<file path="config.mk">
export PLATFORM = sky130hd
export DESIGN_NAME = rx_overhead_capture_regs
export DESIGN_NICKNAME = d
export VERILOG_FILES = /design/src/design/rx_overhead_capture_pkg.sv /design/src/design/bit_byte_collector.sv /design/src/design/rx_overhead_capture_regs.sv
export SDC_FILE = /design/constraint.sdc
export NUM_CORES = 1
export LEC_CHECK = 0
export BUFFER_PORTS_ARGS = -buffer_cell sky130_fd_sc_hd__buf_2
export CORE_MARGIN = 5
export CORE_UTILIZATION = 60
export DETAILED_ROUTE_END_ITERATION = 8
export GPL_ROUTABILITY_DRIVEN = 0
export GPL_TIMING_DRIVEN = 0
export PLACE_DENSITY_LB_ADDON = 0.15
export SLEW_MARGIN = 40
export SYNTH_ARGS = -nofsm -noshare
export SYNTH_HDL_FRONTEND = slang
export SYNTH_SLANG_ARGS = --single-unit
</file>
<file path="constraint.sdc">
create_clock -name clk_i -period 4.6 [get_ports clk_i]
set_input_delay 0.46 -clock clk_i [delete_from_list [all_inputs] [get_ports clk_i]]
set_output_delay 0.46 -clock clk_i [all_outputs]
set_load 0.02 [all_outputs]
</file>
<file path="src/design/rx_overhead_capture_pkg.sv">
// package: offsets, field layout and carriers of the receive capture bank
// assumes one receive framer per port, clocked with the register bus
// Operation
// - monitor byte holds selected channel, first received bit in bit 7
// - t1 data link byte reports link or fs bits, earliest bit lowest
// - superframe mode updates link byte at multiframe end, fs bits low six
// - bit code register holds last valid six-bit code, bits 7:6 zero
// - e1 sync counter counts each failed crc-4 multiframe search window
// - sync counter clears on crc-4 sync or when crc-4 enable is off
// - sync counter saturates at its maximum instead of wrapping
// - six-bit count shows bits 5,4,3,2,0 in register bits 7:3
// - status bit 2 is high while hunting crc-4 multiframe word
// - status bit 1 is high while hunting cas multiframe word
// - status bit 0 is high while hunting frame alignment
// - real-time status bits come from current state, never latched
// - shared addresses decode by mode: t1 link byte, e1 status
// - t1 data link spans three registers of c, spoiler, m, a, s bits
// - e1 align-frame byte: si in bit 7, alignment bits below
// - e1 non-align byte: si, one, remote alarm, sa4 to sa8
// - si bits of even frames 0..14 packed, frame 14 in bit 7
// - si bits of odd frames 1..15 packed, frame 15 in bit 7
// - remote alarm bits of odd frames packed, frame 15 in bit 7
// - sa4 bits of odd frames packed, frame 15 in bit 7
// - four ports repeat the map at a stride of 200h registers
// - receive mode bit zero selects t1, one selects e1
package rx_overhead_capture_pkg;
  localparam int NPORTS = 4;
  localparam int ADR_TOP = 13;
  localparam int PORT_MSB = 12;
  localparam int PORT_LSB = 11;
  localparam int OFF_MSB = 10;
  localparam int OFF_LSB = 2;
  localparam logic [8:0] IDX_TS_MON = 9'h060;
  localparam logic [8:0] IDX_DL = 9'h062;
  localparam logic [8:0] IDX_BOC = 9'h063;
  localparam logic [8:0] IDX_OH1 = 9'h064;
  localparam logic [8:0] IDX_OH2 = 9'h065;
  localparam logic [8:0] IDX_OH3 = 9'h066;
  localparam logic [8:0] IDX_SI_ODD = 9'h067;
  localparam logic [8:0] IDX_RA = 9'h068;
  localparam logic [8:0] IDX_SA4 = 9'h069;
  localparam logic [8:0] IDX_CHAN = 9'h07e;
  localparam logic [8:0] IDX_MODE = 9'h080;
  localparam logic [8:0] IDX_CTRL = 9'h081;
  localparam int MODE_E1_BIT = 0;
  localparam int CRC4_EN_BIT = 3;
  localparam int D4_BIT = 5;
  localparam logic [7:0] MODE_MASK = 8'h01;
  localparam logic [7:0] CHAN_MASK = 8'h1f;
  localparam logic [7:0] RST_BYTE = 8'h00;
  localparam int CSC_W = 6;
  localparam logic [5:0] CSC_MAX = 6'h3f;
  localparam logic [2:0] SLC2_SPOIL = 3'h2;
  localparam logic SLC3_SPOIL = 1'b1;
  localparam logic NAF_FIXED = 1'b1;

  typedef struct packed {
    logic ts_stb;
    logic ts_bit;
    logic ts_start;
    logic dl_stb;
    logic dl_bit;
    logic dl_end;
    logic boc_stb;
    logic [5:0] boc;
    logic slc_stb;
    logic [10:0] slc_c;
    logic [2:0] slc_m;
    logic [1:0] slc_a;
    logic [3:0] slc_s;
    logic ts0_stb;
    logic ts0_align;
    logic [3:0] ts0_frame;
    logic [7:0] ts0_byte;
    logic crc4_timeout;
    logic crc4_sync;
    logic crc4_sa;
    logic cas_sa;
    logic fas_sa;
  } framer_evt_s;

  typedef struct packed {
    logic [7:0] ts;
    logic [7:0] dl;
    logic [5:0] boc;
    logic [7:0] slc1;
    logic [7:0] slc2;
    logic [7:0] slc3;
  } t1_cap_s;

  typedef struct packed {
    logic [7:0] af;
    logic [7:0] naf;
    logic [7:0] si_even;
    logic [7:0] si_odd;
    logic [7:0] ra;
    logic [7:0] sa4;
  } e1_cap_s;

  typedef struct packed {
    logic [7:0] mode;
    logic [7:0] ctrl;
    logic [7:0] chan;
  } control_s;

  function automatic logic adr_hit(input logic [31:0] a);
    return a[31:ADR_TOP] == '0;
  endfunction

  function automatic logic [1:0] adr_port(input logic [31:0] a);
    return a[PORT_MSB:PORT_LSB];
  endfunction

  function automatic logic [8:0] adr_off(input logic [31:0] a);
    return a[OFF_MSB:OFF_LSB];
  endfunction
endpackage

</file>
<file path="src/design/bit_byte_collector.sv">
// serial bit collector: shifts framer bits into a word
// assumes stb_i pulses once per received bit, same clock as the bank
`timescale 1ns/10ps
module bit_byte_collector #(
  parameter int W = 8,
  parameter bit MSB_FIRST = 1'b1
) (
  input wire logic clk_i,
  input wire logic rst_i,
  input wire logic start_i,
  input wire logic stb_i,
  input wire logic bit_i,
  output logic [W-1:0] word_o,
  output logic full_o
);
  localparam int CW = $clog2(W + 1);
  localparam logic [CW-1:0] LAST = CW'(W - 1);
  logic [CW-1:0] cnt_q;
  logic [CW-1:0] cnt_d;
  logic [W-1:0] word_q;
  logic full_q;

  ////////////////////////////////////////////////////////////////////////
  // start restarts the count so a slipped channel recovers in one word
  always_comb begin
    cnt_d = start_i ? '0 : cnt_q;
  end

  always_ff @(posedge clk_i) begin
    if (rst_i) begin
      cnt_q <= '0;
      full_q <= 1'b0;
    end else begin
      full_q <= stb_i && (cnt_d == LAST);
      if (stb_i) begin
        cnt_q <= (cnt_d == LAST) ? '0 : cnt_d + CW'(1);
      end else begin
        cnt_q <= cnt_d;
      end
    end
  end

  always_ff @(posedge clk_i) begin
    if (rst_i) begin
      word_q <= '0;
    end else if (stb_i) begin
      word_q <= MSB_FIRST ? {word_q[W-2:0], bit_i} : {bit_i, word_q[W-1:1]};
    end
  end

  assign word_o = word_q;
  assign full_o = full_q;
endmodule // bit_byte_collector

</file>
<file path="src/design/rx_overhead_capture_regs.sv">
// receive overhead capture bank, four ports, classic wishbone slave
// assumes framer event inputs are synchronous to clk_i, one-cycle strobes
`timescale 1ns/10ps
module rx_overhead_capture_regs (
  input wire logic clk_i,
  input wire logic rst_i,
  input wire logic cyc_i,
  input wire logic stb_i,
  input wire logic we_i,
  input wire logic [31:0] adr_i,
  input wire logic [3:0] sel_i,
  input wire logic [31:0] dat_i,
  output logic [31:0] dat_o,
  output logic ack_o,
  input wire rx_overhead_capture_pkg::framer_evt_s [rx_overhead_capture_pkg::NPORTS-1:0] framer_i,
  output rx_overhead_capture_pkg::control_s [rx_overhead_capture_pkg::NPORTS-1:0] ctrl_o
);
  localparam int NP = rx_overhead_capture_pkg::NPORTS;

  rx_overhead_capture_pkg::t1_cap_s [NP-1:0] t1_q;
  rx_overhead_capture_pkg::e1_cap_s [NP-1:0] e1_q;
  rx_overhead_capture_pkg::control_s [NP-1:0] ctl_q;
  logic [NP-1:0][rx_overhead_capture_pkg::CSC_W-1:0] csc_q;
  logic [NP-1:0][7:0] ts_word;
  logic [NP-1:0][7:0] dl_word;
  logic [NP-1:0] ts_full;
  logic [NP-1:0] e1_mode;
  logic [NP-1:0] d4_mode;
  logic [NP-1:0] crc4_en;
  logic ack_q;
  logic [31:0] dat_q;
  logic req;
  logic [1:0] req_port;
  logic [8:0] req_off;
  logic req_hit;

  ////////////////////////////////////////////////////////////////////////
  // mode bits seen by the capture logic

  always_comb begin
    for (int p = 0; p < NP; p++) begin
      e1_mode[p] = ctl_q[p].mode[rx_overhead_capture_pkg::MODE_E1_BIT];
      d4_mode[p] = ctl_q[p].ctrl[rx_overhead_capture_pkg::D4_BIT];
      crc4_en[p] = ctl_q[p].ctrl[rx_overhead_capture_pkg::CRC4_EN_BIT];
    end
  end

  ////////////////////////////////////////////////////////////////////////
  // serial collectors for the monitored channel and the data link

  for (genvar g = 0; g < NP; g++) begin : g_col
    bit_byte_collector #(
      .W(8),
      .MSB_FIRST(1'b1)
    ) u_ts (
      .clk_i(clk_i),
      .rst_i(rst_i),
      .start_i(framer_i[g].ts_start),
      .stb_i(framer_i[g].ts_stb),
      .bit_i(framer_i[g].ts_bit),
      .word_o(ts_word[g]),
      .full_o(ts_full[g])
    );
    // link bits enter at the top so the earliest ends lowest
    bit_byte_collector #(
      .W(8),
      .MSB_FIRST(1'b0)
    ) u_dl (
      .clk_i(clk_i),
      .rst_i(rst_i),
      .start_i(framer_i[g].dl_end),
      .stb_i(framer_i[g].dl_stb),
      .bit_i(framer_i[g].dl_bit),
      .word_o(dl_word[g]),
      .full_o()
    );
  end

  ////////////////////////////////////////////////////////////////////////
  // t1 captures

  always_ff @(posedge clk_i) begin
    if (rst_i) begin
      t1_q <= '0;
    end else begin
      for (int p = 0; p < NP; p++) begin
        if (ts_full[p]) begin
          t1_q[p].ts <= ts_word[p];
        end
        if (!e1_mode[p] && framer_i[p].dl_end) begin
          if (d4_mode[p]) begin
            t1_q[p].dl <= {2'h0, dl_word[p][7:2]};
          end else begin
            t1_q[p].dl <= dl_word[p];
          end
        end
        if (!e1_mode[p] && framer_i[p].boc_stb) begin
          t1_q[p].boc <= framer_i[p].boc;
        end
        if (!e1_mode[p] && framer_i[p].slc_stb) begin
          t1_q[p].slc1 <= framer_i[p].slc_c[7:0];
          t1_q[p].slc2 <= {framer_i[p].slc_m[1:0], rx_overhead_capture_pkg::SLC2_SPOIL,
                           framer_i[p].slc_c[10:8]};
          t1_q[p].slc3 <= {rx_overhead_capture_pkg::SLC3_SPOIL, framer_i[p].slc_s,
                           framer_i[p].slc_a, framer_i[p].slc_m[2]};
        end
      end
    end
  end

  ////////////////////////////////////////////////////////////////////////
  // e1 timeslot-zero captures; frame number picks the bit slot

  always_ff @(posedge clk_i) begin
    if (rst_i) begin
      e1_q <= '0;
    end else begin
      for (int p = 0; p < NP; p++) begin
        if (e1_mode[p] && framer_i[p].ts0_stb) begin
          if (framer_i[p].ts0_align) begin
            e1_q[p].af <= framer_i[p].ts0_byte;
            e1_q[p].si_even[framer_i[p].ts0_frame[3:1]] <= framer_i[p].ts0_byte[7];
          end else begin
            e1_q[p].naf <= framer_i[p].ts0_byte;
            e1_q[p].si_odd[framer_i[p].ts0_frame[3:1]] <= framer_i[p].ts0_byte[7];
            e1_q[p].ra[framer_i[p].ts0_frame[3:1]] <= framer_i[p].ts0_byte[5];
            e1_q[p].sa4[framer_i[p].ts0_frame[3:1]] <= framer_i[p].ts0_byte[4];
          end
        end
      end
    end
  end

  ////////////////////////////////////////////////////////////////////////
  // crc-4 sync counter; clear outranks a timeout in the same cycle

  always_ff @(posedge clk_i) begin
    if (rst_i) begin
      csc_q <= '0;
    end else begin
      for (int p = 0; p < NP; p++) begin
        if (!crc4_en[p] || framer_i[p].crc4_sync) begin
          csc_q[p] <= '0;
        end else if (e1_mode[p] && framer_i[p].crc4_timeout &&
                     csc_q[p] != rx_overhead_capture_pkg::CSC_MAX) begin
          csc_q[p] <= csc_q[p] + 6'h01;
        end
      end
    end
  end

  ////////////////////////////////////////////////////////////////////////
  // read mux; status bits are taken live, so a read sees this cycle's hunt

  function automatic logic [7:0] status_byte(input logic [5:0] c,
                                             input rx_overhead_capture_pkg::framer_evt_s e);
    // counter bit 1 is dropped so five bits still reach past the full count
    return {c[5:2], c[0], e.crc4_sa, e.cas_sa, e.fas_sa};
  endfunction

  function automatic logic [7:0] read_byte(input int p, input logic [8:0] off);
    logic e1;
    e1 = e1_mode[p];
    case (off)
      rx_overhead_capture_pkg::IDX_TS_MON: read_byte = t1_q[p].ts;
      rx_overhead_capture_pkg::IDX_DL:
        read_byte = e1 ? status_byte(csc_q[p], framer_i[p]) : t1_q[p].dl;
      rx_overhead_capture_pkg::IDX_BOC: read_byte = e1 ? 8'h00 : {2'h0, t1_q[p].boc};
      rx_overhead_capture_pkg::IDX_OH1: read_byte = e1 ? e1_q[p].af : t1_q[p].slc1;
      rx_overhead_capture_pkg::IDX_OH2: read_byte = e1 ? e1_q[p].naf : t1_q[p].slc2;
      rx_overhead_capture_pkg::IDX_OH3: read_byte = e1 ? e1_q[p].si_even : t1_q[p].slc3;
      rx_overhead_capture_pkg::IDX_SI_ODD: read_byte = e1 ? e1_q[p].si_odd : 8'h00;
      rx_overhead_capture_pkg::IDX_RA: read_byte = e1 ? e1_q[p].ra : 8'h00;
      rx_overhead_capture_pkg::IDX_SA4: read_byte = e1 ? e1_q[p].sa4 : 8'h00;
      rx_overhead_capture_pkg::IDX_CHAN: read_byte = ctl_q[p].chan;
      rx_overhead_capture_pkg::IDX_MODE: read_byte = ctl_q[p].mode;
      rx_overhead_capture_pkg::IDX_CTRL: read_byte = ctl_q[p].ctrl;
      default: read_byte = 8'h00;
    endcase
  endfunction

  ////////////////////////////////////////////////////////////////////////
  // wishbone classic slave: one wait state, unmapped reads give zero

  always_comb begin
    req = cyc_i && stb_i && !ack_q;
    req_hit = rx_overhead_capture_pkg::adr_hit(adr_i);
    req_port = rx_overhead_capture_pkg::adr_port(adr_i);
    req_off = rx_overhead_capture_pkg::adr_off(adr_i);
  end

  always_ff @(posedge clk_i) begin
    if (rst_i) begin
      ack_q <= 1'b0;
      dat_q <= '0;
    end else begin
      ack_q <= req;
      if (req && !we_i && req_hit) begin
        dat_q <= {24'h0, read_byte(int'(req_port), req_off)};
      end else if (req) begin
        dat_q <= '0;
      end
    end
  end

  // only the steering registers take writes; capture addresses drop them
  always_ff @(posedge clk_i) begin
    if (rst_i) begin
      ctl_q <= '0;
    end else if (req && we_i && req_hit && sel_i[0]) begin
      case (req_off)
        rx_overhead_capture_pkg::IDX_MODE:
          ctl_q[req_port].mode <= dat_i[7:0] & rx_overhead_capture_pkg::MODE_MASK;
        rx_overhead_capture_pkg::IDX_CTRL: ctl_q[req_port].ctrl <= dat_i[7:0];
        rx_overhead_capture_pkg::IDX_CHAN:
          ctl_q[req_port].chan <= dat_i[7:0] & rx_overhead_capture_pkg::CHAN_MASK;
        default: ctl_q <= ctl_q;
      endcase
    end
  end

  assign ack_o = ack_q;
  assign dat_o = dat_q;
  assign ctrl_o = ctl_q;

  rx_overhead_capture_pkg::framer_evt_s e0;
  logic rd_dl0;
  assign e0 = framer_i[0];
  assign rd_dl0 = req && !we_i && req_hit && req_port == 2'h0 &&
                  req_off == rx_overhead_capture_pkg::IDX_DL;
endmodule // rx_overhead_capture_regs

</file>
==> summary.txt <==
Worst setup path
  • Setup CP Type: in2reg
  • Critical Path Start Type: primary input
  • R2R Setup Slk: 1.47 ns
  • FF-to-FF path depth: 8
  • FF-to-FF Start: ctrl_o[40]
  • CP Capture Type: flop
  • CP Data Required Time: 5.11 ns
  • Most used cell, CP: buf_2
  • Critical path, cell by cell: buf_2 > buf_6 > buf_4 > buf_2 > buf_2 > mux4_2 > mux2i_1 > nor2_1 > nor3_1 > nand3_1 > a22o_1
  • Reg-to-reg endpoint: dat_o[2]
  • CP max stage cell: buf_2
  • CP max FO: 10
  • Buf/Inv on CP: 5
  • Critical path's top delay family: buffers and inverters
  • Slowest cell delay on critical path: 0.62 ns
  • Worst path arrival time: around 4.2 ns

Job
  • Max cap viols: 0

Floorplan
  • Core Footprint: 41900 sq um
  • Die ar.: 46600 sq um
  • Initial Utilization: 0.606
  • # IOs: just over 400
  • Die Wd: between 200 and 250 microns
  • Die Ht: roughly 220 microns
  • Cell Rows: 75

Finish
  • Register Area: 11600 sq um
  • Fin nets: between 3000 and 4000
  • Ratio of cells with drive above 1 in the final layout: 0.193
  • Syn-to-layout area delta: 17.1%
  • Area of the multi-input gates: 12900 sq um
  • FILL cells: roughly 3200

Yosys
  • Post-Syn Instances: 2737
  • Main synth FF type: dfxtp_1
  • Post-synth EDFFs: 0
  • Synth top area cells: dfxtp_1 45%, mux4_2 11%, mux2i_1 11%, nand2_1 7.1%, a21oi_1 5.2%
  • Async S/R FF share, synth: 0
  • Sequential fraction of the synthesis area: 0.455
  • Post-synth top cells: 577 x dfxtp_1, 483 x nand2_1, 335 x nor2_1
  • Flops & latches, synth: 577
  • Synthesized area per cell: approximately 9.3 sq um
  • Yosys cell types: 55
  • Cell with the most instances after synthesis: dfxtp_1
  • Mapped Area: 25400 sq um
  • Synth warnings: 0
  • Synth top area share: 0.455
  • Area leader, netlist: dfxtp_1

Clock network
  • Clk slew on worst S/H paths: 0.06 ns
  • Worst-Skew Late Latency: ~0.63 ns
  • CTS resizes: 0
  • CTS tree: yes
  • Setup Buffers After CTS: 0
  • Htree depth: 2
  • CTS buffer count: between 50 and 60
  • CTS sink count: 577
  • Maximum buffer depth of the clock tree: 3
  • Root buffer selected by CTS: clkbuf_16
  • Hold-fix buffer count after cts: 0

Global route
  • Total GRT Usage: 0.400
  • Initial antenna violation count: 11
  • First-pass GRT wire length: 141000 microns
  • Largest net degree at the start of global routing: 15
  • Overflow after GRT: 0
  • Vias in the first global route: around 23000

Timing
  • Final Skew: 0.0174 ns
  • Fmax achieved: 0.273 GHz
  • Post-route minimum period: about 3.7 ns
  • Worst slew margin: 0.389
  • Setup Viol. Count Final: 0
  • RSZ-0062 raised after global routing: no
  • Fin. max-slew vios: 0
  • Setup_tns: 0 ns
  • Final hold vios: 0
  • Tightest Pin Transition: 0.917 ns
  • Fin crit share: 0.795

Pwr
  • Max VDD drop: 0.000281 V
  • Total power: about 0.011 W
  • PwrDens: ~360 nW/um^2
  • Pleak: 11.6 nW

Routing
  • ANT nets after route: 0
  • Via Count: 23729
  • Pre-antenna DRT Iters: 8
  • Average routed wire per standard cell: 25.9 microns
  • Routed vias/inst: 6.34
  • Iteration-0 DRC Markers: about 2900
  • Residual DRC: 0
  • Total Wirelength: 96900 microns

Worst hold path
  • Worst Hold Endpoint: g_col[3].u_ts.full_o
  • Worst hold path class: in2reg
  • Hold_sp: framer_i[209]
  • Hold path depth: 2

Place
  • Detailed Place HPWL: around 72000 microns
  • PortBufs: 335

Outcome
  • Status: finished clean
[per-stage QoR]
step / hold WS [ns] / area (sq um) / setup WS (ns) / util / cells
final: 0.0622 / 29800 / 0.942 / 0.709 / 3745
after global routing: 0.0700 / 29700 / 0.946 / 0.709 / 3739
after CTS: 0.0405 / 29700 / 1.24 / 0.709 / 3735
after detailed placement: 0.443 / 27900 / 0.614 / 0.664 / 3634
after global placement: 0.435 / 27800 / 0.619 / 0.664 / 3634
after floorplan: 0.418 / 25500 / 2.14 / - / 2760
[where the power goes]
| group | total (W) | internal [W] | switching [W] |
|---|---|---|---|
| registers | 0.00512 | 0.00507 | 0.0000477 |
| clock network | 0.00473 | 0.00272 | 0.00201 |
| logic | 0.000844 | 0.000282 | 0.000562 |
| total | 0.0107 | 0.00808 | 0.00262 |
[how the worst max path moves through the flow]
stage          slack [ns]       end       from  cells after the start
2_1_floorplan        2.14  dat_o[6]  adr_i[11]                     10
6_report             0.94  dat_o[2]  adr_i[11]                     11
4_1_cts              1.24  dat_o[2]  adr_i[11]                     11
3_3_place_gp         0.62  dat_o[2]  adr_i[11]                     11
5_1_grt              0.95  dat_o[2]  adr_i[11]                     11
3_5_place_dp         0.61  dat_o[2]  adr_i[11]                     11
[layout by cell type (no fill, tap or decap), types with 30 or more instances in the layout]
master and n:
a211oi_1 31, o21ai_0 58, mux2i_1 269, clkbuf_16 58, and2_1 34, dfxtp_1 577, nor2_1 332, clkbuf_1 176
nand3_1 57, buf_4 30, a21oi_1 265, buf_2 362, nand2_1 483, nor2b_1 30, mux4_2 123
[cell families (layout without fill, tap and decap cells)]
kind of cell / after synthesis / count (layout) / share of synthesized area
other: 1 / 34 / 0.000148
muxes: 392 / 392 / 0.215
DFF: 577 / 577 / 0.455
AOI/OAI and AO/OA: 395 / 395 / 0.0852
buffers and inverters: 238 / 674 / 0.0418
xor gates and xnor gates: 26 / 26 / 0.00896
and+or+nand+nor: 1100 / 1100 / 0.190
adders and majority gates: 8 / 8 / 0.00394
[state kept, by name, indices dropped and copies added (netlist names)]
name and flops:
ctrl_o 96, g_col.u_ts.cnt_q 16, g_col.u_dl.word_o 32, csc_q 24, e1_q 192, ack_o 1, dat_o 8, g_col.u_ts.word_o 32
g_col.u_ts.full_o 4, t1_q 172
[metal layers]
metal	track usage	routed length, microns
met1	0.484	34100
met2	0.627	42800
met3	0.119	12200
met4	0.252	7720
met5	0	20
[layout make-up]
type                    count  share of cell area
flip-flops and latches    577               0.388
diodes                     10            0.000841
inverters                   8             0.00101
well taps                 539              0.0227
clock inverters            16             0.00740
repair buffers            335              0.0563
plain buffers             230              0.0349
multi-input cells        1945               0.434
clock buffers              85              0.0549
Power figures use the tool's default switching activity.
